$ cat config.mk
export PLATFORM = sky130hd
export DESIGN_NAME = ubr_register_bank
export DESIGN_NICKNAME = d
export VERILOG_FILES = /design/src/design/ubr_pkg.sv /design/src/design/ubr_register_bank.sv
export SDC_FILE = /design/constraint.sdc
export NUM_CORES = 1
export LEC_CHECK = 0
export BUFFER_PORTS_ARGS = -buffer_cell sky130_fd_sc_hd__buf_2
export CAP_MARGIN = 15
export CORE_UTILIZATION = 50
export CTS_BUF_LIST = sky130_fd_sc_hd__clkbuf_8
export DETAILED_ROUTE_END_ITERATION = 6
export GPL_ROUTABILITY_DRIVEN = 0
export PLACE_DENSITY = 0.72
export RECOVER_POWER = 25
export SYNTH_ARGS = -nofsm -noshare
export SYNTH_HDL_FRONTEND = slang
export SYNTH_SLANG_ARGS = --single-unit
$ cat constraint.sdc
create_clock -name clk_i -period 5.5 [get_ports clk_i]
set_clock_uncertainty 0.05 [all_clocks]
set_input_delay 0.55 -clock clk_i [delete_from_list [all_inputs] [get_ports clk_i]]
set_output_delay 0.55 -clock clk_i [all_outputs]
set_load 0.03 [all_outputs]
$ cat src/design/ubr_pkg.sv
// package: register map, reset values, pin modes and carrier structs for the bridge register bank
package ubr_pkg;
	localparam logic [3:0] ADDR_BAUD_LOW = 4'h0;
	localparam logic [3:0] ADDR_BAUD_HIGH = 4'h1;
	localparam logic [3:0] ADDR_MODE_LOW = 4'h2;
	localparam logic [3:0] ADDR_MODE_HIGH = 4'h3;
	localparam logic [3:0] ADDR_PIN_LEVEL = 4'h4;
	localparam logic [3:0] ADDR_RESERVED = 4'h5;
	localparam logic [3:0] ADDR_OWN_ADDR = 4'h6;
	localparam logic [3:0] ADDR_SCL_LOW = 4'h7;
	localparam logic [3:0] ADDR_SCL_HIGH = 4'h8;
	localparam logic [3:0] ADDR_TIMEOUT = 4'h9;
	localparam logic [3:0] ADDR_RESULT = 4'hA;

	localparam logic [7:0] RST_BAUD_LOW = 8'hF0;
	localparam logic [7:0] RST_BAUD_HIGH = 8'h02;
	localparam logic [7:0] RST_MODE = 8'h55;
	localparam logic [7:0] RST_PIN_LATCH = 8'hFF;
	localparam logic [7:0] RST_OWN_ADDR = 8'h26;
	localparam logic [7:0] RST_SCL_LOW = 8'h13;
	localparam logic [7:0] RST_SCL_HIGH = 8'h13;
	localparam logic [7:0] RST_TIMEOUT = 8'h66;
	localparam logic [7:0] RST_RESULT = 8'hF0;

	localparam logic [3:0] RESULT_UPPER = 4'hF;
	localparam logic [3:0] RESULT_OK = 4'h0;
	localparam logic [3:0] RESULT_ADDRESS_NOT_ACKED = 4'h1;
	localparam logic [3:0] RESULT_DATA_NOT_ACKED = 4'h2;
	localparam logic [3:0] RESULT_TIMED_OUT = 4'h8;

	localparam int TIMEOUT_ENABLE_BIT = 0;
	localparam int BAUD_OFFSET = 16;
	localparam logic [8:0] SCL_MIN_SUM = 9'h00A;
	// clock 7.3728 MHz; one time-out unit is 256/57600 s = 32768 cycles
	localparam int TIMEOUT_UNIT_CYCLES = 32768;
	localparam int GLITCH_CYCLES = 3;

	typedef enum logic [1:0] {
		UBR_MODE_QUASI = 2'h0,
		UBR_MODE_INPUT = 2'h1,
		UBR_MODE_PUSH = 2'h2,
		UBR_MODE_OPEN = 2'h3
	} ubr_mode_t;

	// register access from the command parser
	typedef struct packed {
		logic wr;
		logic rd;
		logic [7:0] addr;
		logic [7:0] wdata;
	} ubr_req_t;

	// per-pin drive: strong enable, strong level, weak pull-up
	typedef struct packed {
		logic [7:0] oe;
		logic [7:0] o;
		logic [7:0] weak_up;
	} ubr_pins_t;

	// end-of-frame outcome reported by the bus sequencer
	typedef struct packed {
		logic done;
		logic [3:0] code;
	} ubr_frame_t;

	// bus timing handed to the sequencer
	typedef struct packed {
		logic [7:0] scl_high;
		logic [7:0] scl_low;
		logic scl_sum_ok;
		logic timeout_en;
		logic [6:0] timeout_val;
	} ubr_bus_cfg_t;
endpackage

$ cat src/design/ubr_register_bank.sv
// module: register bank of the uart-to-bus bridge, pin drivers and scl-low time-out
`timescale 1ns/10ps

module ubr_register_bank #(
	parameter int PINS = 8,
	parameter int TIMEOUT_UNIT = ubr_pkg::TIMEOUT_UNIT_CYCLES
) (
	input wire logic clk_i,
	input wire logic rst_n_i,
	input wire logic ce_i,
	input wire ubr_pkg::ubr_req_t req_i,
	output logic [7:0] rdata_o,
	output logic rvalid_o,
	output logic [15:0] baud_divisor_o,
	output logic [16:0] baud_period_o,
	input wire ubr_pkg::ubr_frame_t frame_i,
	input wire logic bus_transition_i,
	input wire logic scl_low_i,
	output ubr_pkg::ubr_bus_cfg_t bus_cfg_o,
	output logic bus_reset_o,
	output logic [7:0] own_address_o,
	input wire logic [PINS-1:0] pin_i,
	output ubr_pkg::ubr_pins_t pins_o
);
	localparam int GW = $clog2(ubr_pkg::GLITCH_CYCLES + 1);
	localparam int UW = $clog2(TIMEOUT_UNIT + 1);

	typedef struct packed {
		logic [7:0] baud_low;
		logic [7:0] baud_high;
		logic [15:0] baud_active;
		logic [7:0] mode_low;
		logic [7:0] mode_high;
		logic [7:0] latch;
		logic [7:0] own_addr;
		logic [7:0] scl_low;
		logic [7:0] scl_high;
		logic [7:0] timeout;
		logic [3:0] result;
		logic [7:0] rdata;
		logic rvalid;
		logic [PINS-1:0] sync1;
		logic [PINS-1:0] sync2;
		logic [PINS-1:0] filt;
		logic [PINS-1:0][GW-1:0] gcnt;
		logic [UW-1:0] unit_cnt;
		logic [6:0] units;
		logic bus_reset;
	} ubr_state_t;

	ubr_state_t state_reg;
	ubr_state_t state_next;

	// mode of one pin out of the two mode registers
	function automatic ubr_pkg::ubr_mode_t pin_mode(input logic [15:0] modes, input int idx);
		pin_mode = ubr_pkg::ubr_mode_t'(modes[2*idx +: 2]);
	endfunction

	// register read mux; reused for the read answer
	function automatic logic [7:0] reg_read(input ubr_state_t s, input logic [7:0] addr);
		logic [7:0] v;
		v = 8'h00;
		unique case (addr)
			{4'h0, ubr_pkg::ADDR_BAUD_LOW}: v = s.baud_low;
			{4'h0, ubr_pkg::ADDR_BAUD_HIGH}: v = s.baud_high;
			{4'h0, ubr_pkg::ADDR_MODE_LOW}: v = s.mode_low;
			{4'h0, ubr_pkg::ADDR_MODE_HIGH}: v = s.mode_high;
			{4'h0, ubr_pkg::ADDR_PIN_LEVEL}: v = s.filt;
			{4'h0, ubr_pkg::ADDR_OWN_ADDR}: v = s.own_addr;
			{4'h0, ubr_pkg::ADDR_SCL_LOW}: v = s.scl_low;
			{4'h0, ubr_pkg::ADDR_SCL_HIGH}: v = s.scl_high;
			{4'h0, ubr_pkg::ADDR_TIMEOUT}: v = s.timeout;
			{4'h0, ubr_pkg::ADDR_RESULT}: v = {ubr_pkg::RESULT_UPPER, s.result};
			default: v = 8'h00;
		endcase
		return v;
	endfunction

	logic [15:0] modes;
	assign modes = {state_reg.mode_high, state_reg.mode_low};

	always_comb begin
		state_next = state_reg;
		state_next.rvalid = 1'b0;

		// pin inputs: two-stage sync, then a level must hold before it is accepted
		state_next.sync1 = pin_i;
		state_next.sync2 = state_reg.sync1;
		for (int i = 0; i < PINS; i++) begin
			if (state_reg.sync2[i] == state_reg.filt[i]) begin
				state_next.gcnt[i] = '0;
			end else if (state_reg.gcnt[i] == GW'(ubr_pkg::GLITCH_CYCLES - 1)) begin
				state_next.filt[i] = state_reg.sync2[i];
				state_next.gcnt[i] = '0;
			end else begin
				state_next.gcnt[i] = state_reg.gcnt[i] + GW'(1);
			end
		end

		// host writes take effect on the next enabled clock edge after the address is decoded
		if (req_i.wr) begin
			unique case (req_i.addr)
				{4'h0, ubr_pkg::ADDR_BAUD_LOW}: state_next.baud_low = req_i.wdata;
				{4'h0, ubr_pkg::ADDR_BAUD_HIGH}: begin
					state_next.baud_high = req_i.wdata;
					// low byte alone never changes the rate, avoiding a torn divisor
					state_next.baud_active = {req_i.wdata, state_reg.baud_low};
				end
				{4'h0, ubr_pkg::ADDR_MODE_LOW}: state_next.mode_low = req_i.wdata;
				{4'h0, ubr_pkg::ADDR_MODE_HIGH}: state_next.mode_high = req_i.wdata;
				{4'h0, ubr_pkg::ADDR_PIN_LEVEL}: state_next.latch = req_i.wdata;
				{4'h0, ubr_pkg::ADDR_OWN_ADDR}: state_next.own_addr = req_i.wdata;
				{4'h0, ubr_pkg::ADDR_SCL_LOW}: state_next.scl_low = req_i.wdata;
				{4'h0, ubr_pkg::ADDR_SCL_HIGH}: state_next.scl_high = req_i.wdata;
				{4'h0, ubr_pkg::ADDR_TIMEOUT}: state_next.timeout = req_i.wdata;
				default: ;
			endcase
		end
		if (req_i.rd) begin
			state_next.rdata = reg_read(state_reg, req_i.addr);
			state_next.rvalid = 1'b1;
		end

		// frame outcome only from the sequencer, never from the host
		if (frame_i.done) begin
			state_next.result = frame_i.code;
		end

		// scl-low watchdog: units of 256/57600 s, reloaded on every bus transition
		state_next.bus_reset = 1'b0;
		if (!state_reg.timeout[ubr_pkg::TIMEOUT_ENABLE_BIT] || bus_transition_i || !scl_low_i) begin
			state_next.unit_cnt = '0;
			state_next.units = '0;
		end else if (state_reg.unit_cnt == UW'(TIMEOUT_UNIT - 1)) begin
			state_next.unit_cnt = '0;
			if (state_reg.units + 7'h01 >= state_reg.timeout[7:1]) begin
				state_next.bus_reset = 1'b1;
				state_next.units = '0;
			end else begin
				state_next.units = state_reg.units + 7'h01;
			end
		end else begin
			state_next.unit_cnt = state_reg.unit_cnt + UW'(1);
		end
	end

	always_ff @(posedge clk_i) begin
		if (!rst_n_i) begin
			state_reg <= '0;
			state_reg.baud_low <= ubr_pkg::RST_BAUD_LOW;
			state_reg.baud_high <= ubr_pkg::RST_BAUD_HIGH;
			state_reg.baud_active <= {ubr_pkg::RST_BAUD_HIGH, ubr_pkg::RST_BAUD_LOW};
			state_reg.mode_low <= ubr_pkg::RST_MODE;
			state_reg.mode_high <= ubr_pkg::RST_MODE;
			state_reg.latch <= ubr_pkg::RST_PIN_LATCH;
			state_reg.own_addr <= ubr_pkg::RST_OWN_ADDR;
			state_reg.scl_low <= ubr_pkg::RST_SCL_LOW;
			state_reg.scl_high <= ubr_pkg::RST_SCL_HIGH;
			state_reg.timeout <= ubr_pkg::RST_TIMEOUT;
			state_reg.result <= ubr_pkg::RST_RESULT[3:0];
		end else if (ce_i) begin
			state_reg <= state_next;
		end
	end

	// pin drivers per mode
	for (genvar p = 0; p < PINS; p++) begin : g_pin
		always_comb begin
			pins_o.oe[p] = 1'b0;
			pins_o.o[p] = 1'b0;
			pins_o.weak_up[p] = 1'b0;
			unique case (pin_mode(modes, p))
				ubr_pkg::UBR_MODE_QUASI: begin
					pins_o.oe[p] = !state_reg.latch[p];
					pins_o.weak_up[p] = state_reg.latch[p];
				end
				ubr_pkg::UBR_MODE_INPUT: pins_o.oe[p] = 1'b0;
				ubr_pkg::UBR_MODE_PUSH: begin
					pins_o.oe[p] = 1'b1;
					pins_o.o[p] = state_reg.latch[p];
				end
				ubr_pkg::UBR_MODE_OPEN: pins_o.oe[p] = !state_reg.latch[p];
			endcase
		end
	end

	assign rdata_o = state_reg.rdata;
	assign rvalid_o = state_reg.rvalid;
	assign baud_divisor_o = state_reg.baud_active;
	// bit period in clocks is offset plus divisor
	assign baud_period_o = 17'(ubr_pkg::BAUD_OFFSET) + {1'b0, state_reg.baud_active};
	assign bus_cfg_o.scl_high = state_reg.scl_high;
	assign bus_cfg_o.scl_low = state_reg.scl_low;
	assign bus_cfg_o.scl_sum_ok =
		({1'b0, state_reg.scl_high} + {1'b0, state_reg.scl_low}) >= ubr_pkg::SCL_MIN_SUM;
	assign bus_cfg_o.timeout_en = state_reg.timeout[ubr_pkg::TIMEOUT_ENABLE_BIT];
	assign bus_cfg_o.timeout_val = state_reg.timeout[7:1];
	assign bus_reset_o = state_reg.bus_reset;
	assign own_address_o = state_reg.own_addr;
endmodule // ubr_register_bank

==> reports/results.ini <==
[floorplan]
die_area_sq_mm=0.0174
fp.dieH_um=132
die_x_um=132
core.rowCount=47
core_area_sq_mm=0.0165
start_util_pct=51.0
io_pins=136

[clocking]
cts_setup_buffers=0
cts_max_level=4
cts_hold_buf=0
clock_path_buffers=2
clkSinkCount=157
cts_tree=built
cts_buffers=17
clk_latency_ns=0.46
clkTransAtPathRegs_ns=0.08
root_buffer=clkbuf_8
cts_resized=0

[sta]
slew_viol_final=56
fin_crit_ns=3.89
setup_violations=0
setup_tns_ns=0
finalHoldViolations=0
fmax_mhz=257
rsz0062_at_grt=false
fin_crit_sh_pct=70.6
relSlewSlack_pct=-74.5
worst_pin_slew_ns=2.62

[worst_setup_path]
startpoint_type=primary input
worstReg2RegStart=state_reg[1]
path_cells=clkbuf_1, inv_2, nor2_1, nand4_1, o22ai_1
worst_ep_arrival_time_ns=4.22
rr_worst_depth=11
worst-setup-path-type=primary input to register
r2r_end=state_reg[3]
end_kind=register
required_ns=5.83
critPathMaxFanout=55
crit_slowest_cell=clkbuf_1
slowest_delay_ns=1.82
ff2ff_setup_slack_ns=2.49

[synth]
async_flop_share_pct=0
synthDistinctLibCells=60
ys_seq_elements=157
synth-simple-area-share_pct=24.2
ys_seq_area_share_pct=37.3
yosysTopAreaCellShare_pct=37.3
yosys_warnings=0
syn-cell-area_sq_mm=0.00843
synth_edf_count=0
synthTopCellsByArea=dfxtp_1 37%, nand2_1 6.7%, mux2i_1 6.4%
synthFlopType=dfxtp_1
synth_area_per_cell_sq_um=8.19
synth_fp_nets=1108
synth-compound-area-share_pct=10.5
yosys.area_share.xor_xnor_pct=3.64
yosysTopAreaCell=dfxtp_1
yosysMostFrequentCell=dfxtp_1
synth_top_family_by_area=simple AND/OR/NAND/NOR gates
muxShareOfSynthArea_pct=7.48
netlist_instances=1029
yosys.area_share.adder_pct=6.47
synth_commonest_cells=157 x dfxtp_1, 150 x nand2_1, 106 x nor2_1, 75 x nand3_1, 63 x a21oi_1

[hold_path]
min_to=state_next[52]
hold_path.class=primary input to register
hold_depth=3
worstHoldStart=pin_i[4]

[place]
placed_area_sq_mm=0.00867
io_buffers=135
hpwl_mm=15.3
placedCellCount=1263

[global_route]
grt.total_usage_pct=25.0
grt_pass1_wl_mm=34.0
grt_overflow=0
grt_pass1_vias=6473
antenna_found_initial=0
grt_max_degree=63

[route]
vias=7182
drtAntennaViolNets=0
detail_route.wirelength_mm=21.6
drc=0
dr.first_iter.drc_count=581
wl_per_cell_um=16.7
first_pass_iters=7
vias_per_cell=5.55

[power_and_ir_drop]
irDropWorstVdd_mv=0.210
powerDensity_mw_per_mm2=257
leakagePower_uw=0.00385
power_uw=2330

[outcome]
run_status=finished with violations
failed_checks=max-capacitance violations, max-slew violations

[finish]
syn2layout_area_growth_pct=7.73
fin_area_sq_mm=0.00908
largest_reg_flops=83
layout.nets=1141
antenna_cells=0
instances_no_fill=1294
drive_gt1_share_pct=11.3

[run]
max_cap_viol_count=1

## cell families after synthesis
| group | Yosys count |
|---|---|
| AOI/OAI and AO/OA | 139 |
| buffers and inverters | 163 |
| muxes | 59 |
| and+or+nand+nor | 433 |
| adders and majority gates | 43 |
| DFF | 157 |
| xor gates and xnor gates | 35 |
## through the flow
step | hold slack [ns] | util, % | setup slack, ns
6_report | 0.274 | 55.0 | 1.61
3_5_place_dp | 0.405 | 52.4 | 2.53
3_3_place_gp | 0.398 | 52.4 | 2.59
4_1_cts | 0.250 | 55.4 | 2.49
5_1_grt | 0.274 | 55.0 | 1.44
2_1_floorplan | 0.386 | - | 2.92
## worst max-delay path by stage
stage               cells past startpoint          from      endpoint
floorplan                              11  state_reg[1]  state_reg[3]
global placement                        6     req_i[13]  bus_cfg_o[0]
detailed placement                      6     req_i[13]  bus_cfg_o[0]
CTS                                     8  bus_cfg_o[9]  bus_cfg_o[8]
global route                            5       rst_n_i  state_reg[3]
finish                                  5       rst_n_i  state_reg[3]
## critical path: cells and delay by family
kind,cells,cell delay [ns]
compound gates,1,0.26
simple gates,2,0.69
buf+inv,2,2.70
## power breakdown
group / switching, uW / total (uW) / internal (uW)
Combinational: 84.5 / 119 / 34.6
Clock: 426 / 1060 / 638
Sequential: 6.90 / 1150 / 1140
Total: 517 / 2330 / 1820
## cells in the final DEF, fill, tap and decap left out, types with 10 or more instances in the layout
cell,synthesis,routed
clkbuf_1,35,61
a32oi_1,11,11
nor2_1,106,106
o21ai_0,10,10
inv_1,39,40
mux2i_1,54,54
xor2_1,11,11
nand3_1,75,75
dfxtp_1,157,157
nand2_1,150,150
and2_1,26,26
xnor2_1,24,24
nor4_1,13,13
a21oi_1,63,63
buf_2,20,74
and3_1,13,13
nand3b_1,11,11
clkbuf_8,0,18
ha_1,42,42
## routing by layer
layer	vias to the layer above	GRT usage [%]	wire length, um
met4	0	12.8	742
met5	-	0	0
met1	3330	31.4	9310
met3	54	4.61	1470
li1	3512	-	-
met2	286	40.9	10100
## area by class of cell
type | count | area, sq um
inverter | 39 | 146
clock inverter | 13 | 245
clock buffer | 18 | 248
timing repair buffer | 138 | 622
fill | 1560 | 7440
sequential | 157 | 3140
tap | 220 | 275
multi-input combinational | 709 | 4400
Note: power is estimated with default switching activity, not from simulation.
